<file path="config.mk">
export PLATFORM = sky130hd
export DESIGN_NAME = zcd_top
export DESIGN_NICKNAME = d
export VERILOG_FILES = /design/src/rtl/zcd_sync3.v /design/src/rtl/zcd_top.v
export VERILOG_INCLUDE_DIRS = /design/src /design/src/rtl
export SDC_FILE = /design/constraint.sdc
export NUM_CORES = 1
export LEC_CHECK = 0
export ABC_AREA = 1
export BUFFER_PORTS_ARGS = -buffer_cell sky130_fd_sc_hd__buf_2
export CAP_MARGIN = 5
export CORE_AREA = 4 4 70 72
export DETAILED_ROUTE_END_ITERATION = 16
export DIE_AREA = 0 0 74 76
export PLACE_DENSITY = 0.85
export SKIP_LAST_GASP = 1
export SYNTH_ARGS = -nofsm -noshare
export SYNTH_HDL_FRONTEND = slang
export SYNTH_SLANG_ARGS = --single-unit
</file>
<file path="constraint.sdc">
create_clock -name MCLK -period 1.4 [get_ports MCLK]
set_clock_uncertainty 0.15 [all_clocks]
set_input_delay 0.21 -clock MCLK [delete_from_list [all_inputs] [get_ports MCLK]]
set_output_delay 0.21 -clock MCLK [all_outputs]
set_load 0.03 [all_outputs]
</file>
<file path="src/rtl/zcd_defines.vh">
// Purpose: register offsets, field positions and reset values of the zero-cross block
// Assumes: included by the zero-cross top design file and by its testbench
// Notes: byte addresses on a 32-bit AXI4-Lite register port
`ifndef ZCD_DEFINES_VH
`define ZCD_DEFINES_VH

// ****************************************************************
// register byte offsets
// ****************************************************************
`define ZCD_OFF_CTRL 4'h0
`define ZCD_OFF_IEN 4'h4
`define ZCD_OFF_IFLG 4'h8
`define ZCD_OFF_INTC 4'hC

// ****************************************************************
// control register fields
// ****************************************************************
`define ZCD_CTRL_EN 7
`define ZCD_CTRL_OUT 5
`define ZCD_CTRL_POL 4
`define ZCD_CTRL_RISE 1
`define ZCD_CTRL_FALL 0

// ****************************************************************
// interrupt enable and flag field (bit 6 of both)
// ****************************************************************
`define ZCD_IRQ_BIT 6

// ****************************************************************
// system interrupt control fields
// ****************************************************************
`define ZCD_INTC_GLOBAL 7
`define ZCD_INTC_PERIPH 6

// ****************************************************************
// reset values and bus answers
// ****************************************************************
`define ZCD_CTRL_RST 8'h00
`define ZCD_RESP_OKAY 2'h0
`define ZCD_RESP_SLVERR 2'h2

`endif

</file>
<file path="src/rtl/zcd_sync3.v">
// Purpose: three-stage synchroniser with agreement filter for one asynchronous level
// Assumes: single clock MCLK domain, synchronous active-high reset
// Notes: output changes only once stage two and stage three agree

module zcd_sync3
(
   // clock and reset
   input wire clk,
   input wire rst,
   // asynchronous level in, filtered level out
   input wire async_in,
   output reg level_q
);

   reg meta_q;
   reg s2_q;
   reg s3_q;

   // ****************************************************************
   // sampling chain
   // ****************************************************************
   // first stage is read by the second stage only
   always @(posedge clk)
   begin
      if (rst)
      begin
         meta_q <= 1'b0;
         s2_q <= 1'b0;
         s3_q <= 1'b0;
         level_q <= 1'b0;
      end
      else
      begin
         meta_q <= async_in;
         s2_q <= meta_q;
         s3_q <= s2_q;
         if (s2_q == s3_q)
         begin
            level_q <= s3_q; // a change counts once both stages agree
         end
      end
   end

endmodule // zcd_sync3

</file>
<file path="src/rtl/zcd_top.v">
// Purpose: digital side of a zero-cross detector with AXI4-Lite registers and interrupt
// Assumes: comparator decision COMP_SINK arrives asynchronously; MCLK 10 MHz
// Notes: registers at 0x0 control, 0x4 irq enable, 0x8 irq flag, 0xC system irq gates
//        the flag clears only by a write of 0; reads have no side effect
//        only byte lane 0 of WSTRB is honoured; a write without it is answered, not applied
//        a change of the invert bit alone counts as an edge, enabled detector or not

module zcd_top
(
   // clock and reset
   input wire MCLK,
   input wire RST,
   // analog comparator and pin control
   input wire COMP_SINK,
   input wire DETECTOR_OFF_AT_POWERON,
   output reg PIN_CURRENT_MODE,
   output reg PIN_SINK_ACTIVE,
   output reg ZERO_CROSS_OUT,
   // interrupt
   output reg IRQ,
   // axi4-lite write address
   input wire [3:0] S_AXI_AWADDR,
   input wire S_AXI_AWVALID,
   output reg S_AXI_AWREADY,
   // axi4-lite write data
   input wire [31:0] S_AXI_WDATA,
   input wire [3:0] S_AXI_WSTRB,
   input wire S_AXI_WVALID,
   output reg S_AXI_WREADY,
   // axi4-lite write response
   output reg [1:0] S_AXI_BRESP,
   output reg S_AXI_BVALID,
   input wire S_AXI_BREADY,
   // axi4-lite read address
   input wire [3:0] S_AXI_ARADDR,
   input wire S_AXI_ARVALID,
   output reg S_AXI_ARREADY,
   // axi4-lite read data
   output reg [31:0] S_AXI_RDATA,
   output reg [1:0] S_AXI_RRESP,
   output reg S_AXI_RVALID,
   input wire S_AXI_RREADY
);

`include "zcd_defines.vh"

   // control state
   reg detector_enable_q;
   reg output_invert_q;
   reg rising_edge_enable_q;
   reg falling_edge_enable_q;
   reg zero_cross_irq_enable_q;
   reg peripheral_irq_gate_q;
   reg global_irq_gate_q;
   reg zero_cross_flag_q;
   reg zero_cross_flag_d;
   reg logic_out_prev_q;
   reg strap_taken_q;
   // write channel capture
   reg aw_have_q;
   reg w_have_q;
   reg [3:0] aw_addr_q;
   reg [31:0] w_data_q;
   reg [3:0] w_strb_q;
   // combinational helpers
   wire sink_sync;
   wire logic_out;
   wire rise_hit;
   wire fall_hit;
   wire wr_fire;
   wire wr_lane0;
   wire clear_flag;
   wire rd_known;
   // read side
   reg [31:0] rd_word;

   // true when the offset matches one of the four implemented words
   function mapped;
      input [3:0] addr;
      begin
         mapped = (addr[1:0] == 2'h0);
      end
   endfunction

   // ****************************************************************
   // comparator input and logic output
   // ****************************************************************
   // asynchronous comparator level is filtered before any use
   zcd_sync3 u_sync
   (
      .clk(MCLK),
      .rst(RST),
      .async_in(COMP_SINK),
      .level_q(sink_sync)
   );

   // polarity applies whether or not the detector is enabled
   assign logic_out = sink_sync ^ output_invert_q;

   // edges on the adjusted output, so polarity decides which is rising
   // a change of invert alone also makes an edge here, enabled detector or not
   assign rise_hit = logic_out & ~logic_out_prev_q & rising_edge_enable_q;
   assign fall_hit = ~logic_out & logic_out_prev_q & falling_edge_enable_q;

   // ****************************************************************
   // register write decode
   // ****************************************************************
   // a write commits once both halves are held and no answer is pending
   assign wr_fire = aw_have_q & w_have_q & ~S_AXI_BVALID;
   // only lane 0 carries bits; without it the write is answered but not applied
   assign wr_lane0 = wr_fire & w_strb_q[0] & mapped(aw_addr_q);
   // writing 1 to the flag does nothing, so software cannot fake an event
   assign clear_flag = wr_lane0 & (aw_addr_q == `ZCD_OFF_IFLG)
                       & ~w_data_q[`ZCD_IRQ_BIT];

   // next flag value: hardware set takes priority over software clear
   // order matters: the set below overrides the clear above
   always @*
   begin
      zero_cross_flag_d = zero_cross_flag_q;
      if (clear_flag)
      begin
         zero_cross_flag_d = 1'b0;
      end
      if (rise_hit | fall_hit)
      begin
         zero_cross_flag_d = 1'b1;
      end
   end

   // ****************************************************************
   // detector state and registers
   // ****************************************************************
   // no sleep gating exists here: the block keeps working on MCLK
   always @(posedge MCLK)
   begin
      if (RST)
      begin
         detector_enable_q <= 1'b0;
         output_invert_q <= 1'b0;
         rising_edge_enable_q <= 1'b0;
         falling_edge_enable_q <= 1'b0;
         zero_cross_irq_enable_q <= 1'b0;
         peripheral_irq_gate_q <= 1'b0;
         global_irq_gate_q <= 1'b0;
         zero_cross_flag_q <= 1'b0;
         logic_out_prev_q <= 1'b0;
         strap_taken_q <= 1'b0;
      end
      else
      begin
         // previous output resets to the reset level of logic_out, so no false edge
         logic_out_prev_q <= logic_out;
         zero_cross_flag_q <= zero_cross_flag_d;
         // strap is sampled by a clocked step after release, never by reset itself
         if (!strap_taken_q)
         begin
            strap_taken_q <= 1'b1;
            detector_enable_q <= ~DETECTOR_OFF_AT_POWERON;
         end
         // writes land at the edge that raises the write answer
         if (wr_lane0)
         begin
            case (aw_addr_q)
               `ZCD_OFF_CTRL:
               begin
                  detector_enable_q <= w_data_q[`ZCD_CTRL_EN];
                  output_invert_q <= w_data_q[`ZCD_CTRL_POL];
                  rising_edge_enable_q <= w_data_q[`ZCD_CTRL_RISE];
                  falling_edge_enable_q <= w_data_q[`ZCD_CTRL_FALL];
               end
               `ZCD_OFF_IEN:
               begin
                  zero_cross_irq_enable_q <= w_data_q[`ZCD_IRQ_BIT];
               end
               `ZCD_OFF_INTC:
               begin
                  global_irq_gate_q <= w_data_q[`ZCD_INTC_GLOBAL];
                  peripheral_irq_gate_q <= w_data_q[`ZCD_INTC_PERIPH];
               end
               default:
               begin
                  global_irq_gate_q <= global_irq_gate_q;
               end
            endcase
         end
      end
   end

   // ****************************************************************
   // pin control and interrupt outputs
   // ****************************************************************
   always @(posedge MCLK)
   begin
      if (RST)
      begin
         PIN_CURRENT_MODE <= 1'b0;
         PIN_SINK_ACTIVE <= 1'b0;
         ZERO_CROSS_OUT <= 1'b0;
         IRQ <= 1'b0;
      end
      else
      begin
         PIN_CURRENT_MODE <= detector_enable_q;
         // sink flag stays low while disabled: the pin is then under normal control
         // sink when the pin sits above the reference, source otherwise
         PIN_SINK_ACTIVE <= detector_enable_q & sink_sync;
         ZERO_CROSS_OUT <= logic_out;
         // all three gates needed; the pull-up stays software's job
         IRQ <= zero_cross_flag_d & zero_cross_irq_enable_q
                & peripheral_irq_gate_q & global_irq_gate_q;
      end
   end

   // ****************************************************************
   // axi4-lite write channel
   // ****************************************************************
   // address and data are taken in either order; response after both
   always @(posedge MCLK)
   begin
      if (RST)
      begin
         aw_have_q <= 1'b0;
         w_have_q <= 1'b0;
         aw_addr_q <= 4'h0;
         w_data_q <= 32'h00000000;
         w_strb_q <= 4'h0;
         S_AXI_AWREADY <= 1'b0;
         S_AXI_WREADY <= 1'b0;
         S_AXI_BVALID <= 1'b0;
         S_AXI_BRESP <= `ZCD_RESP_OKAY;
      end
      else
      begin
         // one-cycle ready pulses; a held half blocks a second capture
         S_AXI_AWREADY <= ~aw_have_q & ~S_AXI_AWREADY & S_AXI_AWVALID;
         S_AXI_WREADY <= ~w_have_q & ~S_AXI_WREADY & S_AXI_WVALID;
         if (S_AXI_AWVALID & S_AXI_AWREADY)
         begin
            aw_have_q <= 1'b1;
            aw_addr_q <= S_AXI_AWADDR;
         end
         if (S_AXI_WVALID & S_AXI_WREADY)
         begin
            w_have_q <= 1'b1;
            w_data_q <= S_AXI_WDATA;
            w_strb_q <= S_AXI_WSTRB;
         end
         // a refused offset still gets its answer, as SLVERR
         if (wr_fire)
         begin
            S_AXI_BVALID <= 1'b1;
            S_AXI_BRESP <= mapped(aw_addr_q) ? `ZCD_RESP_OKAY : `ZCD_RESP_SLVERR;
         end
         else if (S_AXI_BVALID & S_AXI_BREADY)
         begin
            S_AXI_BVALID <= 1'b0;
            aw_have_q <= 1'b0;
            w_have_q <= 1'b0;
         end
      end
   end

   // ****************************************************************
   // axi4-lite read channel
   // ****************************************************************
   assign rd_known = mapped(S_AXI_ARADDR);

   // read word assembly; unused bits and unmapped offsets read as zero
   always @*
   begin
      rd_word = 32'h00000000;
      case (S_AXI_ARADDR)
         `ZCD_OFF_CTRL:
         begin
            rd_word[`ZCD_CTRL_EN] = detector_enable_q;
            rd_word[`ZCD_CTRL_OUT] = logic_out;
            rd_word[`ZCD_CTRL_POL] = output_invert_q;
            rd_word[`ZCD_CTRL_RISE] = rising_edge_enable_q;
            rd_word[`ZCD_CTRL_FALL] = falling_edge_enable_q;
         end
         `ZCD_OFF_IEN:
         begin
            rd_word[`ZCD_IRQ_BIT] = zero_cross_irq_enable_q;
         end
         `ZCD_OFF_IFLG:
         begin
            rd_word[`ZCD_IRQ_BIT] = zero_cross_flag_q;
         end
         `ZCD_OFF_INTC:
         begin
            rd_word[`ZCD_INTC_GLOBAL] = global_irq_gate_q;
            rd_word[`ZCD_INTC_PERIPH] = peripheral_irq_gate_q;
         end
         default:
         begin
            rd_word = 32'h00000000;
         end
      endcase
   end

   // reads have no side effect; the flag only clears by a write of 0
   always @(posedge MCLK)
   begin
      if (RST)
      begin
         S_AXI_ARREADY <= 1'b0;
         S_AXI_RVALID <= 1'b0;
         S_AXI_RDATA <= 32'h00000000;
         S_AXI_RRESP <= `ZCD_RESP_OKAY;
      end
      else
      begin
         // no new address while an answer stands: one read at a time
         S_AXI_ARREADY <= ~S_AXI_ARREADY & ~S_AXI_RVALID & S_AXI_ARVALID;
         if (S_AXI_ARVALID & S_AXI_ARREADY)
         begin
            S_AXI_RVALID <= 1'b1;
            S_AXI_RDATA <= rd_word;
            S_AXI_RRESP <= rd_known ? `ZCD_RESP_OKAY : `ZCD_RESP_SLVERR;
         end
         else if (S_AXI_RVALID & S_AXI_RREADY)
         begin
            S_AXI_RVALID <= 1'b0;
         end
      end
   end

endmodule // zcd_top

</file>
==> results.toml <==
[status]
result_of_the_run = "finished, final reports clean"

[logic_synthesis]
synth_seq_area_share = 0.464
number_of_flops_mapped_to_enable_cells_by_yosys = 0
yosys.area.top_type_share = 0.464
netlist_area_um2 = 1810
synthDistinctLibCells = 21
ys_top_cells_by_area = "dfxtp_1, buf_4, nand2_1"
postSynthRegisterBits = 42
synth.avg_cell_area_um2 = 7.61
synth_cells = 238
postSynth.asyncResetShare = 0
ys_top_cells_by_count = "nand2_1, dfxtp_1, nor2_1, buf_4"
synth.yosys.warnings = 0
library_cell_occupying_the_most_area_in_the_post_synthesis_netlist = "dfxtp_1"
top_reg_cell_synth = "dfxtp_1"
yosys.cell_count.top_type = "nand2_1"

[clocking]
insertion_delay_ns = 0.29
clock_path_buffers = 2
tritoncts_sinks = 42
htreeDepth = 2
clk_transition_reported_paths_ns = 0.08
tritoncts = "done"
clock_tree.root_cell = "clkbuf_8"
numCtsBuffers = 5

[sta]
fmax_ghz = 0.792
timing.final.crit_period_ns = 1.26
hold-worst-slack_ns = 0.0141
report.final.slew_viol_count = 0
post-route-period-util = 0.902
setup_viol = 0
final-hold-violation-count = 0
finalSetupTns_ns = 0
grt_setup_unrepaired = "false"

[run]
drv_cap = 0

[setup_path]
arrival_worst_endpoint_ns = 1.33
startpoint_type = "flop"
critPathMaxFanout = 8
critical_path.reg2reg.startpoint = "S_AXI_ARREADY"
crit_type = "flop to flop"
critPathCaptureType = "flop"
timing.critical_path.required_ns = 1.47
critPathLaunch = "S_AXI_ARREADY"

[layout]
largest_reg_flops = 6
signed_area_change_from_the_synthesized_netlist_to_the_final_layout_pct = 18.5
antenna_cells_inserted = 0
number_of_filler_instances_in_the_final_layout = 418
layout_cells_sized_above_1 = 0.213
reg.largest.list = "S_AXI_RDATA: 6 flops, w_data_q: 5 flops, aw_addr_q: 4 flops"
finish.net_count = 339
register_bank_with_the_most_flops = "S_AXI_RDATA"

[placed_design]
dp_hpwl_um = 2620
globalplace.congestion = 0.775
io_buf_count = 39

[routing]
route.vias.total = 1488
route.met3.wl_um = 300
firstDrtPassIters = 4
drt_iter0_drc = 52
detail_route.wirelength.met1_um = 1490
routed_via_count_divided_by_cell_count = 4.39
route.top_layer_used = "met4"
route.antenna.remaining_nets = 0
post-route-drc-count = 0
wirelength_um = 3480
route.detailed.wl_per_inst_um = 10.3
wl_met2_um = 1640

[global_routing]
grt_pass1_wl_um = 5630
maximum_number_of_pins_on_one_net_before_global_route_repair = 20
grt_antenna_before_repair = 0
grt_pass1_vias = 1393
grt.overflow.total = 0
gr-usage-all-layers = 0.125

[floorplanning]
dieArea_um2 = 5620
design.core.area_um2 = 4290
core.rowCount = 24
floorplan.initialDensity = 0.422
chipHeight_um = 76
die-width_um = 74
ios = 98

[worst_hold_path]
timing.hold.worst.class = "input port to flop"
worst_hold_startpoint = "S_AXI_AWVALID"

[pwr]
worst_ir_drop_vdd_uv = 816
power-per-cell-area_nw_per_um2 = 1250
leakage_nw = 1.04
## cells in the final DEF, fill, tap and decap left out
| master | n |
|---|---|
| bufinv_16 | 2 |
| conb_1 | 28 |
| clkbuf_8 | 6 |
| nor2_2 | 1 |
| buf_4 | 4 |
| a211oi_1 | 1 |
| nand2_4 | 1 |
| buf_2 | 39 |
| dfxtp_1 | 42 |
| nand3_1 | 10 |
| nand3_4 | 1 |
| nor2_1 | 37 |
| inv_1 | 21 |
| nand2_1 | 44 |
| dlygate4sd3_1 | 3 |
| o21ai_0 | 12 |
| nand2_2 | 4 |
| nor2_4 | 1 |
| nor2_8 | 1 |
| a21oi_1 | 21 |
| nand4_1 | 1 |
| inv_2 | 1 |
| nor3_1 | 5 |
| o21ai_1 | 1 |
## power breakdown
group	switching (mW)	internal (mW)
Clock	0.387	0.760
Sequential	0.0243	1.23
Combinational	0.206	0.0708
## worst max-delay path, cell delays in order, from the launching register on
cell	delay [ns]
dfxtp_1	0.37
nand2_2	0.13
inv_2	0.08
nand2_1	0.12
nor2_4	0.14
nand2_1	0.07
a21oi_1	0.13
## worst paths after layout
path	endpoint	slack [ns]	depth (start not counted)
max	S_AXI_RDATA[0]	0.14	6
min	S_AXI_AWREADY	0.01	3
max reg2reg	S_AXI_RDATA[0]	0.14	6
min reg2reg	u_sync.s2_q	0.25	2
## what timing repair did
action                     CTS  global route
setup buffers                0             0
hold buffers                 3             0
gates resized for setup      0             3
setup endpoints to repair    0            12
hold endpoints to repair     3             0
## per-layer routing
layer,GRT usage,vias to the layer above
met5,0,-
met1,0.138,646
met4,0.0435,0
met2,0.213,50
li1,-,785
met3,0.0488,7
## logic make-up after synthesis
kind of cell,synth area share
AO/OA/AOI/OAI,0.0981
buffers and inverters,0.178
other,0.00207
AND/OR/NAND/NOR,0.258
flip-flops,0.464
## layout make-up
class / instances / area, µm² / area share
inverter: 22 / 82.6 / 0.0385
timing repair buffer: 46 / 255 / 0.119
clock inverter: 2 / 60.1 / 0.0280
tap: 52 / 65.1 / 0.0303
clock buffer: 6 / 82.6 / 0.0385
multi-input combinational: 169 / 759 / 0.354
sequential: 42 / 841 / 0.392
## stage by stage
| step | instances | total power, mW | cell area (µm²) | setup slack (ns) | utilization |
|---|---|---|---|---|---|
| 2_1_floorplan | 265 | 1.54 | 1910 | 0.0392 | - |
| 5_1_grt | 339 | 2.80 | 2150 | 0.0193 | 0.500 |
| 4_1_cts | 339 | 2.71 | 2140 | 0.0706 | 0.497 |
| 3_3_place_gp | 328 | 1.54 | 1960 | 0.163 | 0.457 |
| 6_report | 339 | 2.68 | 2150 | 0.137 | 0.500 |
| 3_5_place_dp | 328 | 1.55 | 1960 | 0.120 | 0.457 |
No activity file was read; power rests on OpenSTA's default activity.
